**config.mk**
```make
export PLATFORM = sky130hd
export DESIGN_NAME = charger_protect_option_regs
export DESIGN_NICKNAME = d
export VERILOG_FILES = /design/src/verilog/charger_protect_pkg.sv /design/src/verilog/charger_protect_option_regs.sv
export SDC_FILE = /design/constraint.sdc
export NUM_CORES = 1
export LEC_CHECK = 0
export BUFFER_PORTS_ARGS = -buffer_cell sky130_fd_sc_hd__buf_2
export CORE_ASPECT_RATIO = 0.8
export CORE_MARGIN = 1.5
export CORE_UTILIZATION = 55
export DETAILED_ROUTE_END_ITERATION = 16
export GPL_TIMING_DRIVEN = 0
export PLACE_DENSITY = 0.87
export SLEW_MARGIN = 0
export SYNTH_ARGS = -nofsm -noshare
export SYNTH_HDL_FRONTEND = slang
export SYNTH_SLANG_ARGS = --single-unit
export TNS_END_PERCENT = 30
```
**constraint.sdc**
```tcl
create_clock -name SYS_CLK_IN -period 2.65 [get_ports SYS_CLK_IN]
set_input_delay 0.1325 -clock SYS_CLK_IN [delete_from_list [all_inputs] [get_ports SYS_CLK_IN]]
set_output_delay 0.1325 -clock SYS_CLK_IN [all_outputs]
set_load 0.1 [all_outputs]
```
**src/verilog/charger_protect_pkg.sv**
```systemverilog
// shared constants and types for the charger protection option registers
package charger_protect_pkg;

  // ****************************************************************
  // register map
  // ****************************************************************
  localparam logic [7:0] OFFSET_SYS_PROTECT_HI = 8'h3d;
  localparam logic [7:0] OFFSET_DISCHARGE_LO = 8'h3c;
  localparam logic [7:0] RESET_SYS_PROTECT_HI = 8'h00;
  localparam logic [7:0] RESET_DISCHARGE_LO = 8'h48;

  // high byte field positions
  localparam int TRIP_LEVEL_LSB = 5;
  localparam int DITHER_LSB = 3;
  localparam int RETRY_DISABLE_BIT = 2;
  localparam int SAG_ENABLE_BIT = 1;
  localparam int SAG_FLAG_BIT = 0;
  // low byte field positions
  localparam int FILTER_TIME_LSB = 6;
  localparam int LIMIT2_PCT_LSB = 3;
  localparam int LIMIT2_ALERT_BIT = 2;

  // field codes
  localparam logic [2:0] TRIP_LEVEL_2V4 = 3'h0;
  localparam logic [1:0] DITHER_OFF = 2'h0;
  localparam logic [1:0] DITHER_2PCT = 2'h1;
  localparam logic [1:0] DITHER_4PCT = 2'h2;
  localparam logic [1:0] FILTER_100US = 2'h0;
  localparam logic [1:0] FILTER_1600US = 2'h1;
  localparam logic [1:0] FILTER_6MS = 2'h2;
  localparam logic [1:0] FILTER_12MS = 2'h3;

  // ****************************************************************
  // timing
  // ****************************************************************
  localparam longint CLK_HZ = 100000000;
  localparam int RETRY_LIMIT = 7;
  localparam longint RETRY_WINDOW_S = 90;
  localparam longint HICCUP_OFF_MS = 10;
  localparam longint FILTER_100US_US = 100;
  localparam longint FILTER_1600US_US = 1600;
  localparam longint FILTER_6MS_US = 6000;
  localparam longint FILTER_12MS_US = 12000;
  localparam longint RETRY_WINDOW_CYCLES = RETRY_WINDOW_S * CLK_HZ;
  localparam longint HICCUP_OFF_CYCLES = HICCUP_OFF_MS * CLK_HZ / 1000;
  localparam longint FILTER_100US_CYCLES = FILTER_100US_US * CLK_HZ / 1000000;
  localparam longint FILTER_1600US_CYCLES = FILTER_1600US_US * CLK_HZ / 1000000;
  localparam longint FILTER_6MS_CYCLES = FILTER_6MS_US * CLK_HZ / 1000000;
  localparam longint FILTER_12MS_CYCLES = FILTER_12MS_US * CLK_HZ / 1000000;

  // ****************************************************************
  // types
  // ****************************************************************
  typedef struct packed {
    logic [7:0] addr;
    logic wr;
    logic rd;
    logic [7:0] wdata;
  } reg_req_type;

  typedef struct packed {
    logic sys_rail_low;
    logic input_sag;
    logic discharge_over_limit2;
  } sense_type;

  typedef enum logic [1:0] {RUN, HOLD_OFF, LATCHED} hiccup_state_type;

endpackage

```
**src/verilog/charger_protect_option_regs.sv**
```systemverilog
// protection option register pair with undervoltage hiccup and deglitch logic
`timescale 1ns/1ps
`default_nettype none
module charger_protect_option_regs #(
  parameter longint WINDOW_CYCLES = charger_protect_pkg::RETRY_WINDOW_CYCLES,
  parameter longint OFF_CYCLES = charger_protect_pkg::HICCUP_OFF_CYCLES,
  parameter longint F0_CYCLES = charger_protect_pkg::FILTER_100US_CYCLES,
  parameter longint F1_CYCLES = charger_protect_pkg::FILTER_1600US_CYCLES,
  parameter longint F2_CYCLES = charger_protect_pkg::FILTER_6MS_CYCLES,
  parameter longint F3_CYCLES = charger_protect_pkg::FILTER_12MS_CYCLES
) (
  // clock and reset
  input wire logic SYS_CLK_IN,
  input wire logic ARST_N_IN,
  // register access
  input wire charger_protect_pkg::reg_req_type REG_REQ_IN,
  output logic [7:0] REG_RDATA_OUT,
  // analog comparator levels
  input wire charger_protect_pkg::sense_type SENSE_IN,
  // controls to the power stage
  output logic [2:0] SYS_RAIL_LOW_TRIP_LEVEL_OUT,
  output logic [1:0] DITHER_MODE_OUT,
  output logic CHARGER_ON_OUT,
  output logic PROCESSOR_HOT_ALERT_OUT,
  output logic DISCHARGE_LIMIT2_TRIP_OUT
);
  import charger_protect_pkg::*;

  // ****************************************************************
  // input synchronisers
  // ****************************************************************
  logic [2:0] sense_meta;
  logic [2:0] sense_sync;
  logic sag_prev;

  // comparators are asynchronous to the clock
  always_ff @(posedge SYS_CLK_IN or negedge ARST_N_IN) begin
    if (!ARST_N_IN) begin
      sense_meta <= 3'h0;
      sense_sync <= 3'h0;
      sag_prev <= 1'b0;
    end else begin
      sense_meta <= SENSE_IN;
      sense_sync <= sense_meta;
      sag_prev <= sense_sync[1];
    end
  end

  wire uv_low = sense_sync[2];
  wire sag_rise = sense_sync[1] & ~sag_prev;
  wire over_limit2 = sense_sync[0];

  // ****************************************************************
  // registers
  // ****************************************************************
  logic [2:0] trip_level;
  logic [1:0] dither;
  logic retry_disable;
  logic sag_enable;
  logic sag_flag;
  logic [1:0] filter_time;
  logic [2:0] limit2_pct;
  logic limit2_alert;

  wire hit_hi = REG_REQ_IN.addr == OFFSET_SYS_PROTECT_HI;
  wire hit_lo = REG_REQ_IN.addr == OFFSET_DISCHARGE_LO;
  wire wr_hi = REG_REQ_IN.wr & hit_hi;
  wire wr_lo = REG_REQ_IN.wr & hit_lo;
  wire rd_hi = REG_REQ_IN.rd & hit_hi;
  wire [7:0] rd_hi_val = {trip_level, dither, retry_disable, sag_enable, sag_flag};
  wire [7:0] rd_lo_val = {filter_time, limit2_pct, limit2_alert, 2'h0};
  wire [7:0] next_rdata = hit_hi ? rd_hi_val : (hit_lo ? rd_lo_val : 8'h00);
  // a new sag event on the read cycle survives the clear
  wire next_sag_flag = sag_rise | (sag_flag & ~rd_hi);

  // writable fields; flag and low two bits are read only
  always_ff @(posedge SYS_CLK_IN or negedge ARST_N_IN) begin
    if (!ARST_N_IN) begin
      trip_level <= RESET_SYS_PROTECT_HI[7:5];
      dither <= RESET_SYS_PROTECT_HI[4:3];
      retry_disable <= RESET_SYS_PROTECT_HI[2];
      sag_enable <= RESET_SYS_PROTECT_HI[1];
      filter_time <= RESET_DISCHARGE_LO[7:6];
      limit2_pct <= RESET_DISCHARGE_LO[5:3];
      limit2_alert <= RESET_DISCHARGE_LO[2];
    end else begin
      if (wr_hi) begin
        trip_level <= REG_REQ_IN.wdata[TRIP_LEVEL_LSB +: 3];
        dither <= REG_REQ_IN.wdata[DITHER_LSB +: 2];
        retry_disable <= REG_REQ_IN.wdata[RETRY_DISABLE_BIT];
        sag_enable <= REG_REQ_IN.wdata[SAG_ENABLE_BIT];
      end
      if (wr_lo) begin
        filter_time <= REG_REQ_IN.wdata[FILTER_TIME_LSB +: 2];
        limit2_pct <= REG_REQ_IN.wdata[LIMIT2_PCT_LSB +: 3];
        limit2_alert <= REG_REQ_IN.wdata[LIMIT2_ALERT_BIT];
      end
    end
  end

  // read data and sticky sag flag
  always_ff @(posedge SYS_CLK_IN or negedge ARST_N_IN) begin
    if (!ARST_N_IN) begin
      sag_flag <= 1'b0;
      REG_RDATA_OUT <= 8'h00;
      PROCESSOR_HOT_ALERT_OUT <= 1'b0;
    end else begin
      sag_flag <= next_sag_flag;
      REG_RDATA_OUT <= next_rdata;
      PROCESSOR_HOT_ALERT_OUT <= sag_enable & next_sag_flag;
    end
  end

  // ****************************************************************
  // undervoltage hiccup
  // ****************************************************************
  hiccup_state_type state;
  hiccup_state_type next_state;
  logic [35:0] window_cnt;
  logic [35:0] off_cnt;
  logic [2:0] fail_cnt;

  wire window_done = window_cnt >= 36'(WINDOW_CYCLES);
  wire off_done = off_cnt >= 36'(OFF_CYCLES - 1);
  // restart attempt fails if the rail is still low when the off time ends
  wire restart_fail = (state == HOLD_OFF) & off_done & uv_low;
  wire restart_ok = (state == HOLD_OFF) & off_done & ~uv_low;
  wire give_up = restart_fail & (fail_cnt == 3'(RETRY_LIMIT - 1)) & ~window_done;

  always_comb begin
    next_state = state;
    case (state)
      RUN: begin
        if (uv_low) begin
          next_state = retry_disable ? LATCHED : HOLD_OFF;
        end
      end
      HOLD_OFF: begin
        if (retry_disable) begin
          next_state = LATCHED;
        end else if (give_up) begin
          next_state = LATCHED;
        end else if (off_done & ~uv_low) begin
          next_state = RUN;
        end
      end
      LATCHED: next_state = LATCHED; // only a reset on ARST_N_IN leaves
      default: next_state = RUN;
    endcase
  end

  // failure count and window clear on a good restart, retry disable or window expiry
  always_ff @(posedge SYS_CLK_IN or negedge ARST_N_IN) begin
    if (!ARST_N_IN) begin
      state <= RUN;
      fail_cnt <= 3'h0;
      window_cnt <= 36'h0;
      off_cnt <= 36'h0;
      CHARGER_ON_OUT <= 1'b1;
    end else begin
      state <= next_state;
      CHARGER_ON_OUT <= next_state == RUN;
      off_cnt <= (state == HOLD_OFF && !off_done) ? off_cnt + 36'h1 : 36'h0;
      if (restart_ok || retry_disable || (window_done && fail_cnt != 3'h0)) begin
        fail_cnt <= 3'h0;
        window_cnt <= 36'h0;
      end else if (restart_fail) begin
        fail_cnt <= fail_cnt + 3'h1;
        window_cnt <= (fail_cnt == 3'h0) ? 36'h0 : window_cnt;
      end else if (fail_cnt != 3'h0) begin
        window_cnt <= window_cnt + 36'h1;
      end
    end
  end

  // ****************************************************************
  // discharge limit 2 deglitch
  // ****************************************************************
  logic [23:0] filt_cnt;
  wire [23:0] filt_target = (filter_time == FILTER_100US) ? 24'(F0_CYCLES) :
                            (filter_time == FILTER_1600US) ? 24'(F1_CYCLES) :
                            (filter_time == FILTER_6MS) ? 24'(F2_CYCLES) : 24'(F3_CYCLES);
  wire filt_reached = filt_cnt >= filt_target;

  // any dropout of the comparator restarts the filter time
  always_ff @(posedge SYS_CLK_IN or negedge ARST_N_IN) begin
    if (!ARST_N_IN) begin
      filt_cnt <= 24'h0;
      DISCHARGE_LIMIT2_TRIP_OUT <= 1'b0;
    end else begin
      filt_cnt <= !over_limit2 ? 24'h0 : (filt_reached ? filt_cnt : filt_cnt + 24'h1);
      DISCHARGE_LIMIT2_TRIP_OUT <= over_limit2 & filt_reached;
    end
  end

  // straight register copies to the power stage
  assign SYS_RAIL_LOW_TRIP_LEVEL_OUT = trip_level;
  assign DITHER_MODE_OUT = dither;
endmodule
`default_nettype wire

```
* Word-level counts from Yosys, hierarchy flattened
Index checks and enable logic that the tools add are counted.
** Storage, ports and cells
- Memory bits (read-only) :: 0
- Logic and storage cells :: 87
- Bits in writable memories :: 0
- Register bits after elaboration :: 133
- Output and inout bits :: 16
- Input port bits :: 23
- Latch bits :: 0
- Memories kept :: 0
** Cells by class
- $add $sub $neg :: 4
- Divide/modulo/power cells :: 0
- Reduce and logical (&&, ||, !) cells :: 13
- Multiplexer cells :: 20
- Equality and inequality tests :: 9
- Bitwise gates (word level) :: 18
- Order comparisons :: 3
- Shift-type cells :: 0
- Multipliers :: 0
** Operators with widths (count)
- two-way mux 36 bit :: 5
- adder 36 x 1 -> 36 bit (second input constant) :: 2
- two-way mux 21 bit :: 3
- two-way mux 24 bit :: 2
- >= comparator 36 x 20 -> 1 bit (second input constant) :: 1
- >= comparator 36 x 34 -> 1 bit (second input constant) :: 1
- adder 24 x 1 -> 24 bit (second input constant) :: 1
- >= comparator 24 x 21 -> 1 bit :: 1
- == test 8 x 6 -> 1 bit (second input constant) :: 2
- two-way mux 8 bit :: 2
- AND 1 bit :: 13
- two-way mux 2 bit :: 5
- logical NOT 2 bit :: 3
- two-way mux 3 bit :: 2
- case mux 2 bit (3 select lines) :: 1
- nonzero test 3 bit :: 2
- == test 2 x 1 -> 1 bit (second input constant) :: 2
- == test 2 bit (second input constant) :: 2
- inverter 1 bit :: 4
- adder 3 x 1 -> 3 bit (second input constant) :: 1
- == test 3 bit (second input constant) :: 1
- logical NOT 3 bit :: 1
- inequality test 3 x 1 -> 1 bit (second input constant) :: 1
- logical AND 1 bit :: 2
- 6 further kinds :: 7

* Longest topological paths before layout
- Depth after elaboration :: 9
- Mapped depth :: 11
- Mapped depth without buffers :: 10

* Worst setup path after synthesis
No wires, ideal clock.
- Path type :: reg-to-reg
- Start :: register filter_time[0]
- End :: register filt_cnt[21]
- Setup time :: 0.110 ns
- Clock period less this slack :: 2.502 ns
- Setup slack :: 0.148 ns
- Path buffers :: 1
- Required time :: 2.540 ns
- Arrival :: 2.391 ns
- Stages on the path, launching flop included :: 10
- Path through :: dfstp_2 -> nand2_1 -> inv_1 -> ha_1 -> a21o_1 -> a211oi_1 -> o22ai_1 -> or3_1 -> clkbuf_1 -> o41ai_1
** On the way
- Cells in the longest elaborated chain, start to end :: 6
- Elaborated cells on any way between the ends :: 8
- Classes of those cells :: order compare: 1; eq/ne: 3; mux: 3; reduce/logical: 1
** RTL lines
- start, declared :: RTL line charger_protect_option_regs.sv:61 : logic [1:0] filter_time;
- start signal, assigned :: RTL line charger_protect_option_regs.sv:83 : filter_time <= RESET_DISCHARGE_LO[7:6];
- start signal, assigned :: RTL line charger_protect_option_regs.sv:94 : filter_time <= REG_REQ_IN.wdata[FILTER_TIME_LSB +: 2];
- == test 2 bit :: RTL line charger_protect_option_regs.sv:182 : (filter_time == FILTER_6MS) ? 24'(F2_CYCLES) : 24'(F3_CYCLES);
- two-way mux 21 bit :: RTL line charger_protect_option_regs.sv:182
- two-way mux 21 bit :: RTL line charger_protect_option_regs.sv:181 : (filter_time == FILTER_1600US) ? 24'(F1_CYCLES) :
- two-way mux 21 bit (*) :: RTL line charger_protect_option_regs.sv:180 : wire [23:0] filt_target = (filter_time == FILTER_100US) ? 24'(F0_CYCLES) :
- >= comparator 24 x 21 -> 1 bit (*) :: RTL line charger_protect_option_regs.sv:183 : wire filt_reached = filt_cnt >= filt_target;
- inequality test 2 bit (no source line) (*)
- end signal, assigned :: RTL line charger_protect_option_regs.sv:191 : filt_cnt <= !over_limit2 ? 24'h0 : (filt_reached ? filt_cnt : filt_cnt + 24'h1);
- end, declared :: RTL line charger_protect_option_regs.sv:179 : logic [23:0] filt_cnt;
Mark *: on every way between the ends. The rest lies on a longest branch, timed or not.
A chain may end at the register's enable or synchronous reset.

* Worst setup path after layout
- Start :: register off_cnt[13]
- End :: register window_cnt[29]
** On the way
- Cells in the longest elaborated chain, start to end :: 7
- Elaborated cells on any way between the ends :: 11
- Classes of those cells :: order compare: 1; eq/ne: 1; mux: 2; bitwise: 3; reduce/logical: 4
** RTL lines
- start, declared :: RTL line charger_protect_option_regs.sv:120 : logic [35:0] off_cnt;
- start signal, assigned :: RTL line charger_protect_option_regs.sv:163 : off_cnt <= (state == HOLD_OFF && !off_done) ? off_cnt + 36'h1 : 36'h0;
- >= comparator 36 x 20 -> 1 bit (*) :: RTL line charger_protect_option_regs.sv:124 : wire off_done = off_cnt >= 36'(OFF_CYCLES - 1);
- AND 1 bit (*) :: RTL line charger_protect_option_regs.sv:126, charger_protect_option_regs.sv:127
- AND 1 bit :: RTL line charger_protect_option_regs.sv:127 : wire restart_ok = (state == HOLD_OFF) & off_done & ~uv_low;
- logical OR 1 bit (2 in series) :: RTL line charger_protect_option_regs.sv:164 : if (restart_ok || retry_disable || (window_done && fail_cnt != 3'h0)) begin
- inequality test 3 x 1 -> 1 bit (no source line) or nonzero test 3 bit (tied branches)
- AND reduction 2 bit (no source line)
- end signal, assigned :: RTL line charger_protect_option_regs.sv:169 : window_cnt <= (fail_cnt == 3'h0) ? 36'h0 : window_cnt;
- end signal, assigned :: RTL line charger_protect_option_regs.sv:171 : window_cnt <= window_cnt + 36'h1;
- end, declared :: RTL line charger_protect_option_regs.sv:119 : logic [35:0] window_cnt;
Marks and branches as above.

==> reports/qor.csv <==
stage,metric,value,unit
status,status,finished with violations,
status,failing checks,setup timing,
route,Antenna Nets Post-Route,0,
clock_tree,H-tree Lvls,4,
clock_tree,cts bufs inserted,17,
critical_path,Critical Path RT,2.97,ns
critical_path,Reg2Reg Depth,7,
clock_tree,Root Buffer Master,clkbuf_16,
logic_synthesis,Gate Count Post-Synth,698,
critical_path,reg-to-reg critical path startpoint,off_cnt[13]$_DFF_PN0_,
timing,Final Hold Fails,0,
logic_synthesis,most common flop cell mapped by yosys,dfrtp_1,
die,Initial Utilization,56.2,%
clock_tree,CTS Sinks,133,
die,io pins,39,
power_and_ir_drop,Gate power share,18.2,%
route,Vias,5936,
power_and_ir_drop,clock share of power,44.3,%
final_layout,"most common cell after layout, fill and taps aside",dfrtp_1,
logic_synthesis,number of flops mapped to enable cells by yosys,0,
timing,Final Skew,0.0119,ns
timing,Final min period,2.69,ns
clock_tree,Worst-path clk slew,0.06,ns
logic_synthesis,synthesized flop and latch total,133,
clock_tree,clock latency on the worst-skew pair,0.42,ns
timing,f_max,372,MHz
route,drt via density,6.22,
placement,Cells after DPL,902,
clock_tree,clock tree buffer depth,2,
final_layout,Post-Layout Cell Count,954,
logic_synthesis,yosys warns,0,
global_routing,grt ovf,0,
critical_path,Critical Path End Type,flop,
global_routing,largest net degree at the start of global routing,89,
critical_path,CP endpoint,window_cnt[29]$_DFFE_PN0P_,
critical_path,critical-path maximum fanout,10,
global_routing,first-pass GRT wire length,27.3,mm
route,DRT Pass-1 Iters,5,
die,Die ar.,0.0131,mm2
critical_path,flop2flop setup slack,-0.04,ns
final_layout,most frequent cells in the layout,"dfrtp_1, nor2_1, nand2_1",
min_path,hold crit path type,in -> reg,
route,WL/cell,17.5,um
timing,"Slew Viols, Final",0,
logic_synthesis,Synth cell types,71,
power_and_ir_drop,Max rail drop VDD,0.529,mV
placement,Final GP Congestion,0.924,
global_routing,initial antenna violation count,0,
final_layout,Area Overhead vs Synth,21.3,%
logic_synthesis,Async SR Flop Fraction,100,%
power_and_ir_drop,Leak,3.64,nW
timing,post-route setup TNS,-0.113,ns
critical_path,CP Data Arrival Time,3.02,ns
logic_synthesis,register area share after synthesis,49.0,%
route,DRC Markers,0,
critical_path,Setup crit start kind,flop,
route,Routed WL,16.7,mm
timing,Slew headroom,33.6,%
final_layout,Diodes inserted,0,
timing,worst setup margin,-0.0406,ns
timing,final critical-path share of the clock period,102,%
clock_tree,CTS tree,built,
critical_path,Critical path origin,off_cnt[13]$_DFF_PN0_,
die,die span in y,102,um
critical_path,reg2reg end,window_cnt[29]$_DFFE_PN0P_,
power_and_ir_drop,Reg power frac,37.5,%
placement,Buffers on Ports,36,
logic_synthesis,synthesized area,0.00680,mm2
die,# rows,36,
die,core area,0.0121,mm2
timing,WHS,0.0207,ns
route,DRT iter0 DRCs,684,
power_and_ir_drop,Switching Share,30.0,%
timing,Worst Tran Pin Value,0.988,ns
power_and_ir_drop,Net Sw Power,1.74,mW
final_layout,layout cells sized above 1,17.0,%
critical_path,critical path class,reg -> reg,
power_and_ir_drop,Power Total,5.81,mW
global_routing,GRT Resource Usage Total,26.7,%
placement,HPWL Detailed,10.3,mm
global_routing,vias in the first global route,5563,
power_and_ir_drop,Power Dens Cells,703,mW/mm2
flow_run,MaxCap Viol Count,0,
timing,# setup viols final,8,
logic_synthesis,synthesized area per cell,9.75,um2
power_and_ir_drop,Int Pwr,4.07,mW
timing,RSZ-0062 raised after global routing,true,
final_layout,Final nets,833,
die,die width,127,um
==> worst min path at each step <==
stage / from / endpoint / cells past startpoint
2_1_floorplan: ARST_N_IN / DISCHARGE_LIMIT2_TRIP_OUT$_DFF_PN0_ / 0
3_3_place_gp: SENSE_IN[0] / sense_meta[0]$_DFF_PN0_ / 1
3_5_place_dp: ARST_N_IN / filt_cnt[4]$_DFFE_PN0N_ / 1
4_1_cts: REG_REQ_IN[8] / sag_flag$_DFF_PN0_ / 4
5_1_grt: REG_REQ_IN[8] / sag_flag$_DFF_PN0_ / 4
6_report: REG_REQ_IN[8] / sag_flag$_DFF_PN0_ / 4
==> worst max-delay path, stage by stage (launching register included) <==
cell,delay [ns]
dfrtp_1,0.43
or4_4,0.56
a311o_1,0.36
a211o_1,0.36
nand2_1,0.15
clkbuf_1,0.41
a31oi_1,0.14
a31oi_1,0.19
==> synthesized netlist by cell type, types with 10 or more instances <==
master	instances	share of area [%]
nand4_1	34	3.1
a21oi_1	18	1.3
o211ai_1	17	1.9
nor4_1	17	1.6
o21ai_0	18	1.3
inv_1	40	2.2
ha_1	21	3.9
dfrtp_1	130	48
xnor2_1	14	1.8
mux2_2	11	1.8
nand3_1	39	2.9
and2_1	13	1.2
a31oi_1	21	1.9
xor2_1	10	1.3
nor2_1	60	3.3
nand2_1	56	3.1
nor3_1	17	1.3
clkbuf_1	18	0.99
and3_1	17	1.6
==> power groups by stage <==
stage               clock network (mW)  registers, mW  logic (mW)
floorplan                            0           2.25       0.540
finish                            2.57           2.18        1.06
CTS                               2.59           2.18       0.894
global route                      2.69           2.19        1.13
detailed placement                   0           2.21       0.860
global placement                     0           2.21       0.831
==> state kept, by name, summed over array words and instances (netlist names), 2 cells and up <==
| register | cells |
|---|---|
| limit2_pct | 3 |
| off_cnt | 36 |
| window_cnt | 36 |
| state | 2 |
| sense_sync | 3 |
| fail_cnt | 3 |
| filter_time | 2 |
| filt_cnt | 24 |
| sense_meta | 3 |
| DITHER_MODE_OUT | 2 |
| SYS_RAIL_LOW_TRIP_LEVEL_OUT | 3 |
| REG_RDATA_OUT | 8 |
==> area by class of cell <==
class / instances / area (um2)
clock inverter: 15 / 215
sequential: 133 / 3330
multi-input combinational: 512 / 3370
buffer: 26 / 176
tap: 152 / 190
clock buffer: 17 / 425
fill: 845 / 3860
timing repair buffer: 58 / 397
inverter: 41 / 154
==> repair_timing <==
| item | 4_1_cts | 5_1_grt |
|---|---|---|
| endpoints found under the setup margin | 47 | 62 |
| cloned | 0 | 1 |
| hold buffers | 11 | 0 |
| resized for setup | 18 | 36 |
| pin swaps | 3 | 7 |
| endpoints found under the hold margin | 61 | 0 |
| setup buffers | 0 | 9 |
==> metrics by stage <==
step | area (um2) | util [%] | setup slack, ns
6_report | 8260 | 68.1 | -0.0406
5_1_grt | 8260 | 68.1 | -0.167
4_1_cts | 8070 | 66.6 | -0.0557
3_5_place_dp | 7260 | 60.0 | -0.255
3_3_place_gp | 7230 | 59.7 | -0.318
2_1_floorplan | 6860 | - | 0.148
==> metal layers <==
metal	vias to the layer above	track usage, %	wire (um)
met1	2878	36.7	7280
met3	26	6.23	1420
met2	301	41.8	7790
li1	2731	-	-
met4	0	9.35	239
met5	-	0	0
==> cells by family (layout without fill, tap and decap cells) <==
logic type | count (synthesis) | count (layout) | synth area share (%)
fa+ha+maj | 21 | 21 | 3.86
simple gates | 304 | 304 | 23.9
xor+xnor | 24 | 24 | 3.09
other cells | 1 | 16 | 0.0551
buf+inv | 68 | 157 | 4.01
flops | 133 | 133 | 49.0
compound gates | 127 | 127 | 12.9
mux | 20 | 20 | 3.14
Note: power is estimated with default switching activity, not from simulation.
